<file path="config.mk">
export PLATFORM = sky130hd
export DESIGN_NAME = spm_master
export DESIGN_NICKNAME = d
export VERILOG_FILES = /design/src/design/spm_master.v
export VERILOG_INCLUDE_DIRS = /design/src /design/src/design
export SDC_FILE = /design/constraint.sdc
export NUM_CORES = 1
export LEC_CHECK = 0
export BUFFER_PORTS_ARGS = -buffer_cell sky130_fd_sc_hd__buf_2
export CORE_UTILIZATION = 38
export DETAILED_ROUTE_END_ITERATION = 12
export PLACE_DENSITY = 0.58
export SYNTH_ARGS = -nofsm -noshare
export SYNTH_HDL_FRONTEND = slang
export SYNTH_SLANG_ARGS = --single-unit
</file>
<file path="constraint.sdc">
create_clock -name sys_clk -period 10.2 [get_ports sys_clk]
set_input_delay 1.02 -clock sys_clk [delete_from_list [all_inputs] [get_ports sys_clk]]
set_output_delay 1.02 -clock sys_clk [all_outputs]
set_load 0.005 [all_outputs]
</file>
<file path="src/design/spm_regs.vh">
// spm_regs.vh: field positions and timing constants of the serial master port
`ifndef SPM_REGS_VH
`define SPM_REGS_VH

// global control word fields
`define SPM_GCR_MASTER_BIT    0

// format word fields
`define SPM_FMT_PS_LSB        8
`define SPM_FMT_PS_MSB        15
`define SPM_FMT_PHASE_BIT     16
`define SPM_FMT_POL_BIT       17

// delay configuration word fields
`define SPM_DLY_LEAD_LSB      0
`define SPM_DLY_LEAD_MSB      7
`define SPM_DLY_TRAIL_LSB     8
`define SPM_DLY_TRAIL_MSB     15

// fixed cycle offsets added to the programmed delays, and the serial period at prescale zero
`define SPM_LEAD_BASE         10'h002
`define SPM_LEAD_HOLD_EXTRA   10'h001
`define SPM_TRAIL_BASE        10'h001
`define SPM_PERIOD_PS0        9'h002

// timing: clock period, least serial clock period, and its cycle count
`define SPM_CLK_PERIOD_NS     50
`define SPM_SCLK_MIN_NS       25
`define SPM_SCLK_MIN_CYC      (((`SPM_SCLK_MIN_NS + `SPM_CLK_PERIOD_NS - 1) / `SPM_CLK_PERIOD_NS) < 1 ? 1 : \
                               ((`SPM_SCLK_MIN_NS + `SPM_CLK_PERIOD_NS - 1) / `SPM_CLK_PERIOD_NS))

`endif

</file>
<file path="src/design/spm_master.v">
// spm_master.v: serial peripheral master port with transmit fifo
// Functional notes
// - master starts frames only when enable set
// - format bit 16 selects clock phase
// - format bit 17 selects clock polarity
// - clock period is prescale plus one cycles, two cycles at prescale zero
// - lead and trail delays programmable in register
// - phase 1 lead: half period plus delay+2/+3
// - cs trails last edge by delay+1 cycles in phase 1, delay+1 plus half period in phase 0
// - output bit launched half period before sample
// - input sampled on phase-dependent polarity edge
// - clock levels split the period in halves, the level after the leading edge one cycle longer when odd
`include "spm_regs.vh"

// ----------------------------------------------------------------
// transmit fifo
// ----------------------------------------------------------------
module spm_fifo #(
  parameter W     = 16,
  parameter DEPTH = 16,
  parameter AW    = 4
) (
  // clock and reset
  input  wire          sys_clk,
  input  wire          rstn,
  // fill side
  input  wire          in_valid,
  input  wire [W-1:0]  in_data,
  output reg           in_ready,
  // drain side
  output wire          out_valid,
  output wire [W-1:0]  out_data,
  input  wire          out_ready
);
  localparam [AW:0] FULL_CNT = DEPTH;  // occupancy at which fill side refuses
  reg  [W-1:0] mem [0:DEPTH-1];  // storage, flip-flops
  reg  [AW-1:0] wr_q;            // write index
  reg  [AW-1:0] rd_q;            // read index
  reg  [AW:0]   cnt_q;           // words held
  reg  [AW:0]   cnt_d;
  wire          push;
  wire          pop;

  assign push      = in_valid & in_ready;
  assign pop       = out_valid & out_ready;
  assign out_valid = (cnt_q != {(AW+1){1'b0}});
  assign out_data  = mem[rd_q];

  // next occupancy
  always @*
  begin
    cnt_d = cnt_q;
    if (push & ~pop)
      cnt_d = cnt_q + 1'b1;
    else if (pop & ~push)
      cnt_d = cnt_q - 1'b1;
  end

  // pointers and count; ready registered so full is exact next cycle
  always @(posedge sys_clk)
  begin
    if (!rstn)
    begin
      wr_q     <= {AW{1'b0}};
      rd_q     <= {AW{1'b0}};
      cnt_q    <= {(AW+1){1'b0}};
      in_ready <= 1'b0;
    end
    else
    begin
      cnt_q    <= cnt_d;
      in_ready <= (cnt_d != FULL_CNT);
      if (push)
        wr_q <= wr_q + 1'b1;
      if (pop)
        rd_q <= rd_q + 1'b1;
    end
  end

  // storage write, one entry per push
  always @(posedge sys_clk)
  begin
    if (push)
      mem[wr_q] <= in_data;
  end
endmodule

// ----------------------------------------------------------------
// master port top
// ----------------------------------------------------------------
module spm_master #(
  parameter W     = 16,
  parameter DEPTH = 16,
  parameter AW    = 4
) (
  // clock and reset
  input  wire          sys_clk,
  input  wire          rstn,
  // configuration words
  input  wire [31:0]   global_control_reg,
  input  wire [31:0]   format_reg,
  input  wire [31:0]   delay_config_reg,
  input  wire          cs_keep_active,
  // transmit words
  input  wire          tx_valid,
  input  wire [W-1:0]  tx_data,
  output wire          tx_ready,
  // received words
  output reg           rx_valid,
  output reg  [W-1:0]  rx_data,
  output reg           busy,
  // serial pins
  output reg           serial_clock_pin,
  output reg           master_out_line,
  input  wire          master_in_line,
  output reg           cs_n
);
  localparam EW = $clog2(2*W);
  localparam integer  LAST_I    = 2*W-1;           // index of the final serial edge
  localparam [EW-1:0] LAST_EDGE = LAST_I[EW-1:0];
  // states
  localparam [2:0] ST_IDLE  = 3'h0;
  localparam [2:0] ST_LEAD  = 3'h1;
  localparam [2:0] ST_SHIFT = 3'h2;
  localparam [2:0] ST_TRAIL = 3'h3;
  localparam [2:0] ST_GAP   = 3'h4;

  reg  [2:0]   st_q;             // sequencer state
  reg  [9:0]   cnt_q;            // cycle countdown
  reg  [EW-1:0] edge_q;          // serial edge index
  reg  [W-1:0] tx_sh_q;          // outgoing shifter
  reg  [W-1:0] rx_sh_q;          // incoming shifter
  reg          min_s1_q;         // input synchroniser, stage 1
  reg          min_s2_q;         // input synchroniser, stage 2
  wire         f_valid;
  wire [W-1:0] f_data;
  wire         f_pop;

  // field decode
  wire         master_en = global_control_reg[`SPM_GCR_MASTER_BIT];
  wire         cpha      = format_reg[`SPM_FMT_PHASE_BIT];
  wire         cpol      = format_reg[`SPM_FMT_POL_BIT];
  wire [7:0]   prescale_value = format_reg[`SPM_FMT_PS_MSB:`SPM_FMT_PS_LSB];
  wire [7:0]   lead_dly  = delay_config_reg[`SPM_DLY_LEAD_MSB:`SPM_DLY_LEAD_LSB];
  wire [7:0]   trail_dly = delay_config_reg[`SPM_DLY_TRAIL_MSB:`SPM_DLY_TRAIL_LSB];

  // serial period; a prescale of zero still yields two cycles
  wire [8:0]   period = (prescale_value == 8'h00) ? `SPM_PERIOD_PS0 : {1'b0, prescale_value} + 9'h001;
  // two halves; odd periods give the extra cycle to half_b, the level after the leading edge
  wire [9:0]   half_a = {2'b00, period[8:1]};
  wire [9:0]   half_b = {1'b0, period} - half_a;
  // lead: extra cycle with keep-active in phase 0, or phase 1 with polarity 1
  wire         lead_extra = cs_keep_active & (~cpha | cpol);
  wire [9:0]   lead_len = {2'b00, lead_dly} + `SPM_LEAD_BASE
                        + (lead_extra ? `SPM_LEAD_HOLD_EXTRA : 10'h000)
                        + (cpha ? half_a : 10'h000);
  // trail: phase 0 adds half a period before cs releases
  wire [9:0]   trail_len = {2'b00, trail_dly} + `SPM_TRAIL_BASE
                         + (cpha ? 10'h000 : half_a);
  // edge decode: even edges leave the idle level
  wire         leading   = ~edge_q[0];
  wire         do_sample = cpha ? ~leading : leading;
  wire         do_launch = cpha ? leading : (~leading & (edge_q != LAST_EDGE));
  wire         word_next = cs_keep_active & master_en & f_valid;

  // fifo drained only when a word can start
  assign f_pop = f_valid & master_en & ((st_q == ST_IDLE) | ((st_q == ST_TRAIL) & (cnt_q == 10'h000)
                 & cs_keep_active));

  spm_fifo #(.W(W), .DEPTH(DEPTH), .AW(AW)) u_fifo (
    .sys_clk   (sys_clk),
    .rstn      (rstn),
    .in_valid  (tx_valid),
    .in_data   (tx_data),
    .in_ready  (tx_ready),
    .out_valid (f_valid),
    .out_data  (f_data),
    .out_ready (f_pop)
  );

  // two-stage synchroniser for the slave data pin
  always @(posedge sys_clk)
  begin
    if (!rstn)
    begin
      min_s1_q <= 1'b0;
      min_s2_q <= 1'b0;
    end
    else
    begin
      min_s1_q <= master_in_line;
      min_s2_q <= min_s1_q;
    end
  end

  // sequencer: lead, shift edges, trail, gap
  always @(posedge sys_clk)
  begin
    if (!rstn)
    begin
      st_q             <= ST_IDLE;
      cnt_q            <= 10'h000;
      edge_q           <= {EW{1'b0}};
      tx_sh_q          <= {W{1'b0}};
      rx_sh_q          <= {W{1'b0}};
      rx_valid         <= 1'b0;
      rx_data          <= {W{1'b0}};
      busy             <= 1'b0;
      serial_clock_pin <= 1'b0;
      master_out_line  <= 1'b0;
      cs_n             <= 1'b1;
    end
    else
    begin
      rx_valid <= 1'b0;
      busy     <= (st_q != ST_IDLE);
      case (st_q)
        ST_IDLE:
        begin
          // pins idle: clock at polarity level, cs inactive
          serial_clock_pin <= cpol;
          cs_n             <= 1'b1;
          if (f_pop)
          begin
            cs_n   <= 1'b0;
            st_q   <= ST_LEAD;
            cnt_q  <= lead_len - 10'h002;
            edge_q <= {EW{1'b0}};
            // phase 0 presents the first bit before the first edge
            if (!cpha)
            begin
              master_out_line <= f_data[W-1];
              tx_sh_q         <= {f_data[W-2:0], 1'b0};
            end
            else
              tx_sh_q <= f_data;
          end
        end
        ST_LEAD:
        begin
          // countdown ends one cycle early; the shift state makes the edge
          if (cnt_q == 10'h000)
            st_q <= ST_SHIFT;
          else
            cnt_q <= cnt_q - 10'h001;
        end
        ST_SHIFT:
        begin
          if (cnt_q == 10'h000)
          begin
            serial_clock_pin <= ~serial_clock_pin;
            if (do_sample)
              rx_sh_q <= {rx_sh_q[W-2:0], min_s2_q};
            if (do_launch)
            begin
              master_out_line <= tx_sh_q[W-1];
              tx_sh_q         <= {tx_sh_q[W-2:0], 1'b0};
            end
            if (edge_q == LAST_EDGE)
            begin
              st_q  <= ST_TRAIL;
              cnt_q <= trail_len - 10'h001;
            end
            else
            begin
              edge_q <= edge_q + 1'b1;
              cnt_q  <= (leading ? half_b : half_a) - 10'h001;
            end
          end
          else
            cnt_q <= cnt_q - 10'h001;
        end
        ST_TRAIL:
        begin
          if (cnt_q == 10'h000)
          begin
            rx_valid <= 1'b1;
            rx_data  <= rx_sh_q;
            if (word_next)
            begin
              // cs stays active into the next word
              st_q   <= ST_LEAD;
              cnt_q  <= lead_len - 10'h002;
              edge_q <= {EW{1'b0}};
              if (!cpha)
              begin
                master_out_line <= f_data[W-1];
                tx_sh_q         <= {f_data[W-2:0], 1'b0};
              end
              else
                tx_sh_q <= f_data;
            end
            else
            begin
              cs_n  <= 1'b1;
              st_q  <= ST_GAP;
              cnt_q <= {1'b0, period} - 10'h001;
            end
          end
          else
            cnt_q <= cnt_q - 10'h001;
        end
        ST_GAP:
        begin
          // one serial period plus one idle cycle of cs inactive between words
          if (cnt_q == 10'h000)
            st_q <= ST_IDLE;
          else
            cnt_q <= cnt_q - 10'h001;
        end
        default:
          st_q <= ST_IDLE;
      endcase
    end
  end
endmodule

</file>
==> qor.json <==
{
  "status": "finished clean",
  "leakagePower_nw": 6.39,
  "ir_worst_vdd_mv": 0.167,
  "switching_power_summed_over_all_nets_mw": 1.21,
  "post_synthesis_cell_count": 1217,
  "wire_per_inst_um": 20.0,
  "dieArea_um2": 43000,
  "synth_seq_area_share": 0.594,
  "yosys_warnings": 0,
  "seq_power_share": 0.401,
  "postSynth.asyncResetShare": 0,
  "port_buffers": 69,
  "cp_data_required_time_ns": 10.60,
  "cellPowerDensity_nw_per_um2": 226,
  "final_max_slew_viol_count": 0,
  "detailed_place_hpwl_mm": 22.6,
  "critical_path_class": "input pin to register",
  "setup_violating_endpoint_count_in_the_final_report": 0,
  "syn-num-nets": 1387,
  "cts_resized": 0,
  "synthXorXnorAreaFrac": 0.0246,
  "postCtsSetupRepairBufs": 0,
  "grt_first_pass_wirelength_mm": 57.9,
  "htreeDepth": 2,
  "final.setup.tns_ns": 0,
  "first_pass_iters": 5,
  "slew_at_the_pin_closest_to_its_max_slew_limit_ns": 1.06,
  "yosysTopAreaCellShare": 0.480,
  "placeableCoreArea_um2": 41200,
  "post-synth-top-area-cell": "sky130_fd_sc_hd__edfxtp_1",
  "postSynthAreaPerCell_um2": 13.2,
  "via_count_of_the_first_global_routing_pass": 9939,
  "holdCritPathClass": "register to register",
  "groute.usage.overall": 0.174,
  "pin_count": 139,
  "synth.distinct_cells": 71,
  "cts_hold_buf": 0,
  "initial_core_util": 0.389,
  "cts_tree": "yes",
  "final_nets": 1460,
  "grt_overflow": 0,
  "layout-area-overhead-vs-synth_pct": 14.9,
  "worstPathMaxFanout": 6,
  "synthSimpleGateAreaFrac": 0.109,
  "vias": 10000,
  "timing.max_slew.rel_slack": 0.295,
  "detail-route-antenna-nets": 0,
  "finalWirelength_mm": 37.1,
  "finalClockSkew_ns": 0.0165,
  "timing_hold_violations_final": 0,
  "cp-start-kind": "input pin",
  "post_synth_mux_area_share": 0.129,
  "report.power.total_mw": 4.16,
  "grt_max_degree": 65,
  "clock_path_buffers": 3,
  "clock.fmax_mhz": 239,
  "arrival_ns": 4.59,
  "share_clk_of_total_power": 0.357,
  "synth_fa_ha_area_frac": 0.0433,
  "sw_frac_of_total": 0.291,
  "remaining_drc_errors": 0,
  "share_comb_of_total_power": 0.242,
  "synth_common_cells": "256 x sky130_fd_sc_hd__edfxtp_1, 138 x sky130_fd_sc_hd__nand2_1, 110 x sky130_fd_sc_hd__nor2_1, 91 x sky130_fd_sc_hd__dfxtp_1, 80 x sky130_fd_sc_hd__mux4_2",
  "row_count": 74,
  "worst_setup_hold_path_clk_slew_ns": 0.06,
  "endpoint_kind": "register",
  "synth_top_family_by_area": "multiplexers",
  "fraction_of_final_layout_cells_sized_beyond_drive_strength_1": 0.206,
  "clkLatencyLatePin_ns": 0.53,
  "routed_via_density": 5.42,
  "detail_route.iter0.violations": 836,
  "netlist_top_cells_area": "sky130_fd_sc_hd__edfxtp_1 48%, sky130_fd_sc_hd__dfxtp_1 11%, sky130_fd_sc_hd__mux4_2 11%, sky130_fd_sc_hd__ha_1 3.8%, sky130_fd_sc_hd__nand2_1 3.2%",
  "floorplan.die.width_um": 207,
  "ratio_of_final_minimum_period_to_clock_period": 0.411,
  "post_synth_instance_area_um2": 16000,
  "fp.dieH_um": 207,
  "yosys.cell_count.top_type": "sky130_fd_sc_hd__edfxtp_1",
  "cap_violations": 0,
  "intPower_mw": 2.95,
  "unrepaired_setup_endpoints_after_global_routing": "false",
  "ys_dominant_reg_cell": "sky130_fd_sc_hd__edfxtp_1",
  "ys_ff_latch": 347,
  "compound_gate_fraction_of_synth_area": 0.0777,
  "cts_inserted_buffers": 38,
  "clockRootBuffer": "sky130_fd_sc_hd__clkbuf_16",
  "cts.sinks": 347,
  "period_needed_ns": 4.19,
  "grt_antenna_before_repair": 3,
  "globalplace.congestion": 0.827,
  "synth-edff-count": 256
}
## cell families after synthesis
kind of cell	after synthesis
muxes	106
xor gates and xnor gates	45
and+or+nand+nor	380
buffers and inverters	95
AOI/OAI and AO/OA	191
DFF	347
adders and majority gates	53
## through the flow
step / hold WS [ns] / utilization / setup slack, ns / instances / cell area (um2)
after global placement: 0.423 / 0.414 / 5.48 / 1782 / 17000
final: 0.431 / 0.447 / 6.01 / 1851 / 18400
after CTS: 0.435 / 0.447 / 5.99 / 1850 / 18400
after global routing: 0.452 / 0.447 / 5.67 / 1850 / 18400
after detailed placement: 0.422 / 0.414 / 5.42 / 1782 / 17000
after floorplan: 0.412 / - / 6.27 / 1217 / 16000
## metal layers
metal	track usage	routed length (um)	share of wire	vias to the layer above
met5	0	34	0.00092	-
met4	0.0445	750	0.020	4
met3	0.0306	1750	0.047	55
met2	0.302	18700	0.50	244
met1	0.224	15900	0.43	4975
li1	-	-	-	4753
## power groups by stage
stage	Clock, mW	Sequential, mW	Combinational, mW
6_report	1.49	1.67	1.00
5_1_grt	1.57	1.68	1.11
4_1_cts	1.52	1.67	1.01
3_5_place_dp	0	1.70	1.00
3_3_place_gp	0	1.70	0.994
2_1_floorplan	0	1.64	0.815
## worst max-delay path: stages
cell and delay, ns:
sky130_fd_sc_hd__buf_2 0.14, sky130_fd_sc_hd__ha_1 0.25, sky130_fd_sc_hd__xnor2_1 0.17, sky130_fd_sc_hd__a31oi_1 0.52, sky130_fd_sc_hd__inv_1 0.26, sky130_fd_sc_hd__ha_1 0.34, sky130_fd_sc_hd__nor2b_1 0.21, sky130_fd_sc_hd__nor2_1 0.06
sky130_fd_sc_hd__o311ai_0 0.46, sky130_fd_sc_hd__mux2i_1 0.31, sky130_fd_sc_hd__nand4b_1 0.21, sky130_fd_sc_hd__o31a_1 0.34, sky130_fd_sc_hd__nor3_1 0.21, sky130_fd_sc_hd__o2bb2ai_1 0.10
## cells in the final DEF, fill, tap and decap left out, drive strengths merged, types with 5 or more instances in the layout
master and instances:
edfxtp 256, nand2 139, nor2 111, buf 96
dfxtp 91, mux4 80, a21oi 51, ha 49
o21ai 48, clkbuf 40, inv 33, xnor2 32
nand3 32, mux2i 23, nor3 19, o2111ai 16
clkinv 16, nand2b 15, xor2 13, and2 12
nor4 12, nand4 10, a211oi 10, a31oi 9
bufinv 9, o21a 7, nor2b 7, o211ai 6
and3 5, or3 5
## registers in the layout (all words and copies together), names as in the netlist, named ones only
register,flops
busy,1
cnt_q,10
cs_n,1
edge_q,5
master_out_line,1
min_s1_q,1
min_s2_q,1
rx_data,16
rx_sh_q,16
rx_valid,1
serial_clock_pin,1
st_q,3
tx_sh_q,16
u_fifo.cnt_q,5
u_fifo.in_ready,1
u_fifo.mem,256
u_fifo.rd_q,4
u_fifo.wr_q,4
## final cells by class
class	instances	area, um2
clock buffers	40	958
flip-flops and latches	347	9510
fillers	3682	22800
multi-input cells	775	6200
repair buffers	96	548
well taps	532	666
diodes	1	2.50
inverters	32	120
clock inverters	28	403
## path summary, 6_finish.rpt
path                              start                         end  slack, ns  cells past startpoint
setup / recovery          format_reg[8]       cnt_q[8]$_SDFFE_PN0P_       6.01                     14
hold / removal      min_s1_q$_SDFF_PN0_         min_s2_q$_SDFF_PN0_       0.43                      1
setup reg to reg  cnt_q[0]$_SDFFE_PN0P_  u_fifo.in_ready$_SDFF_PN0_       6.88                     10
hold reg to reg     min_s1_q$_SDFF_PN0_         min_s2_q$_SDFF_PN0_       0.43                      1
Power figures use the tool's default switching activity.
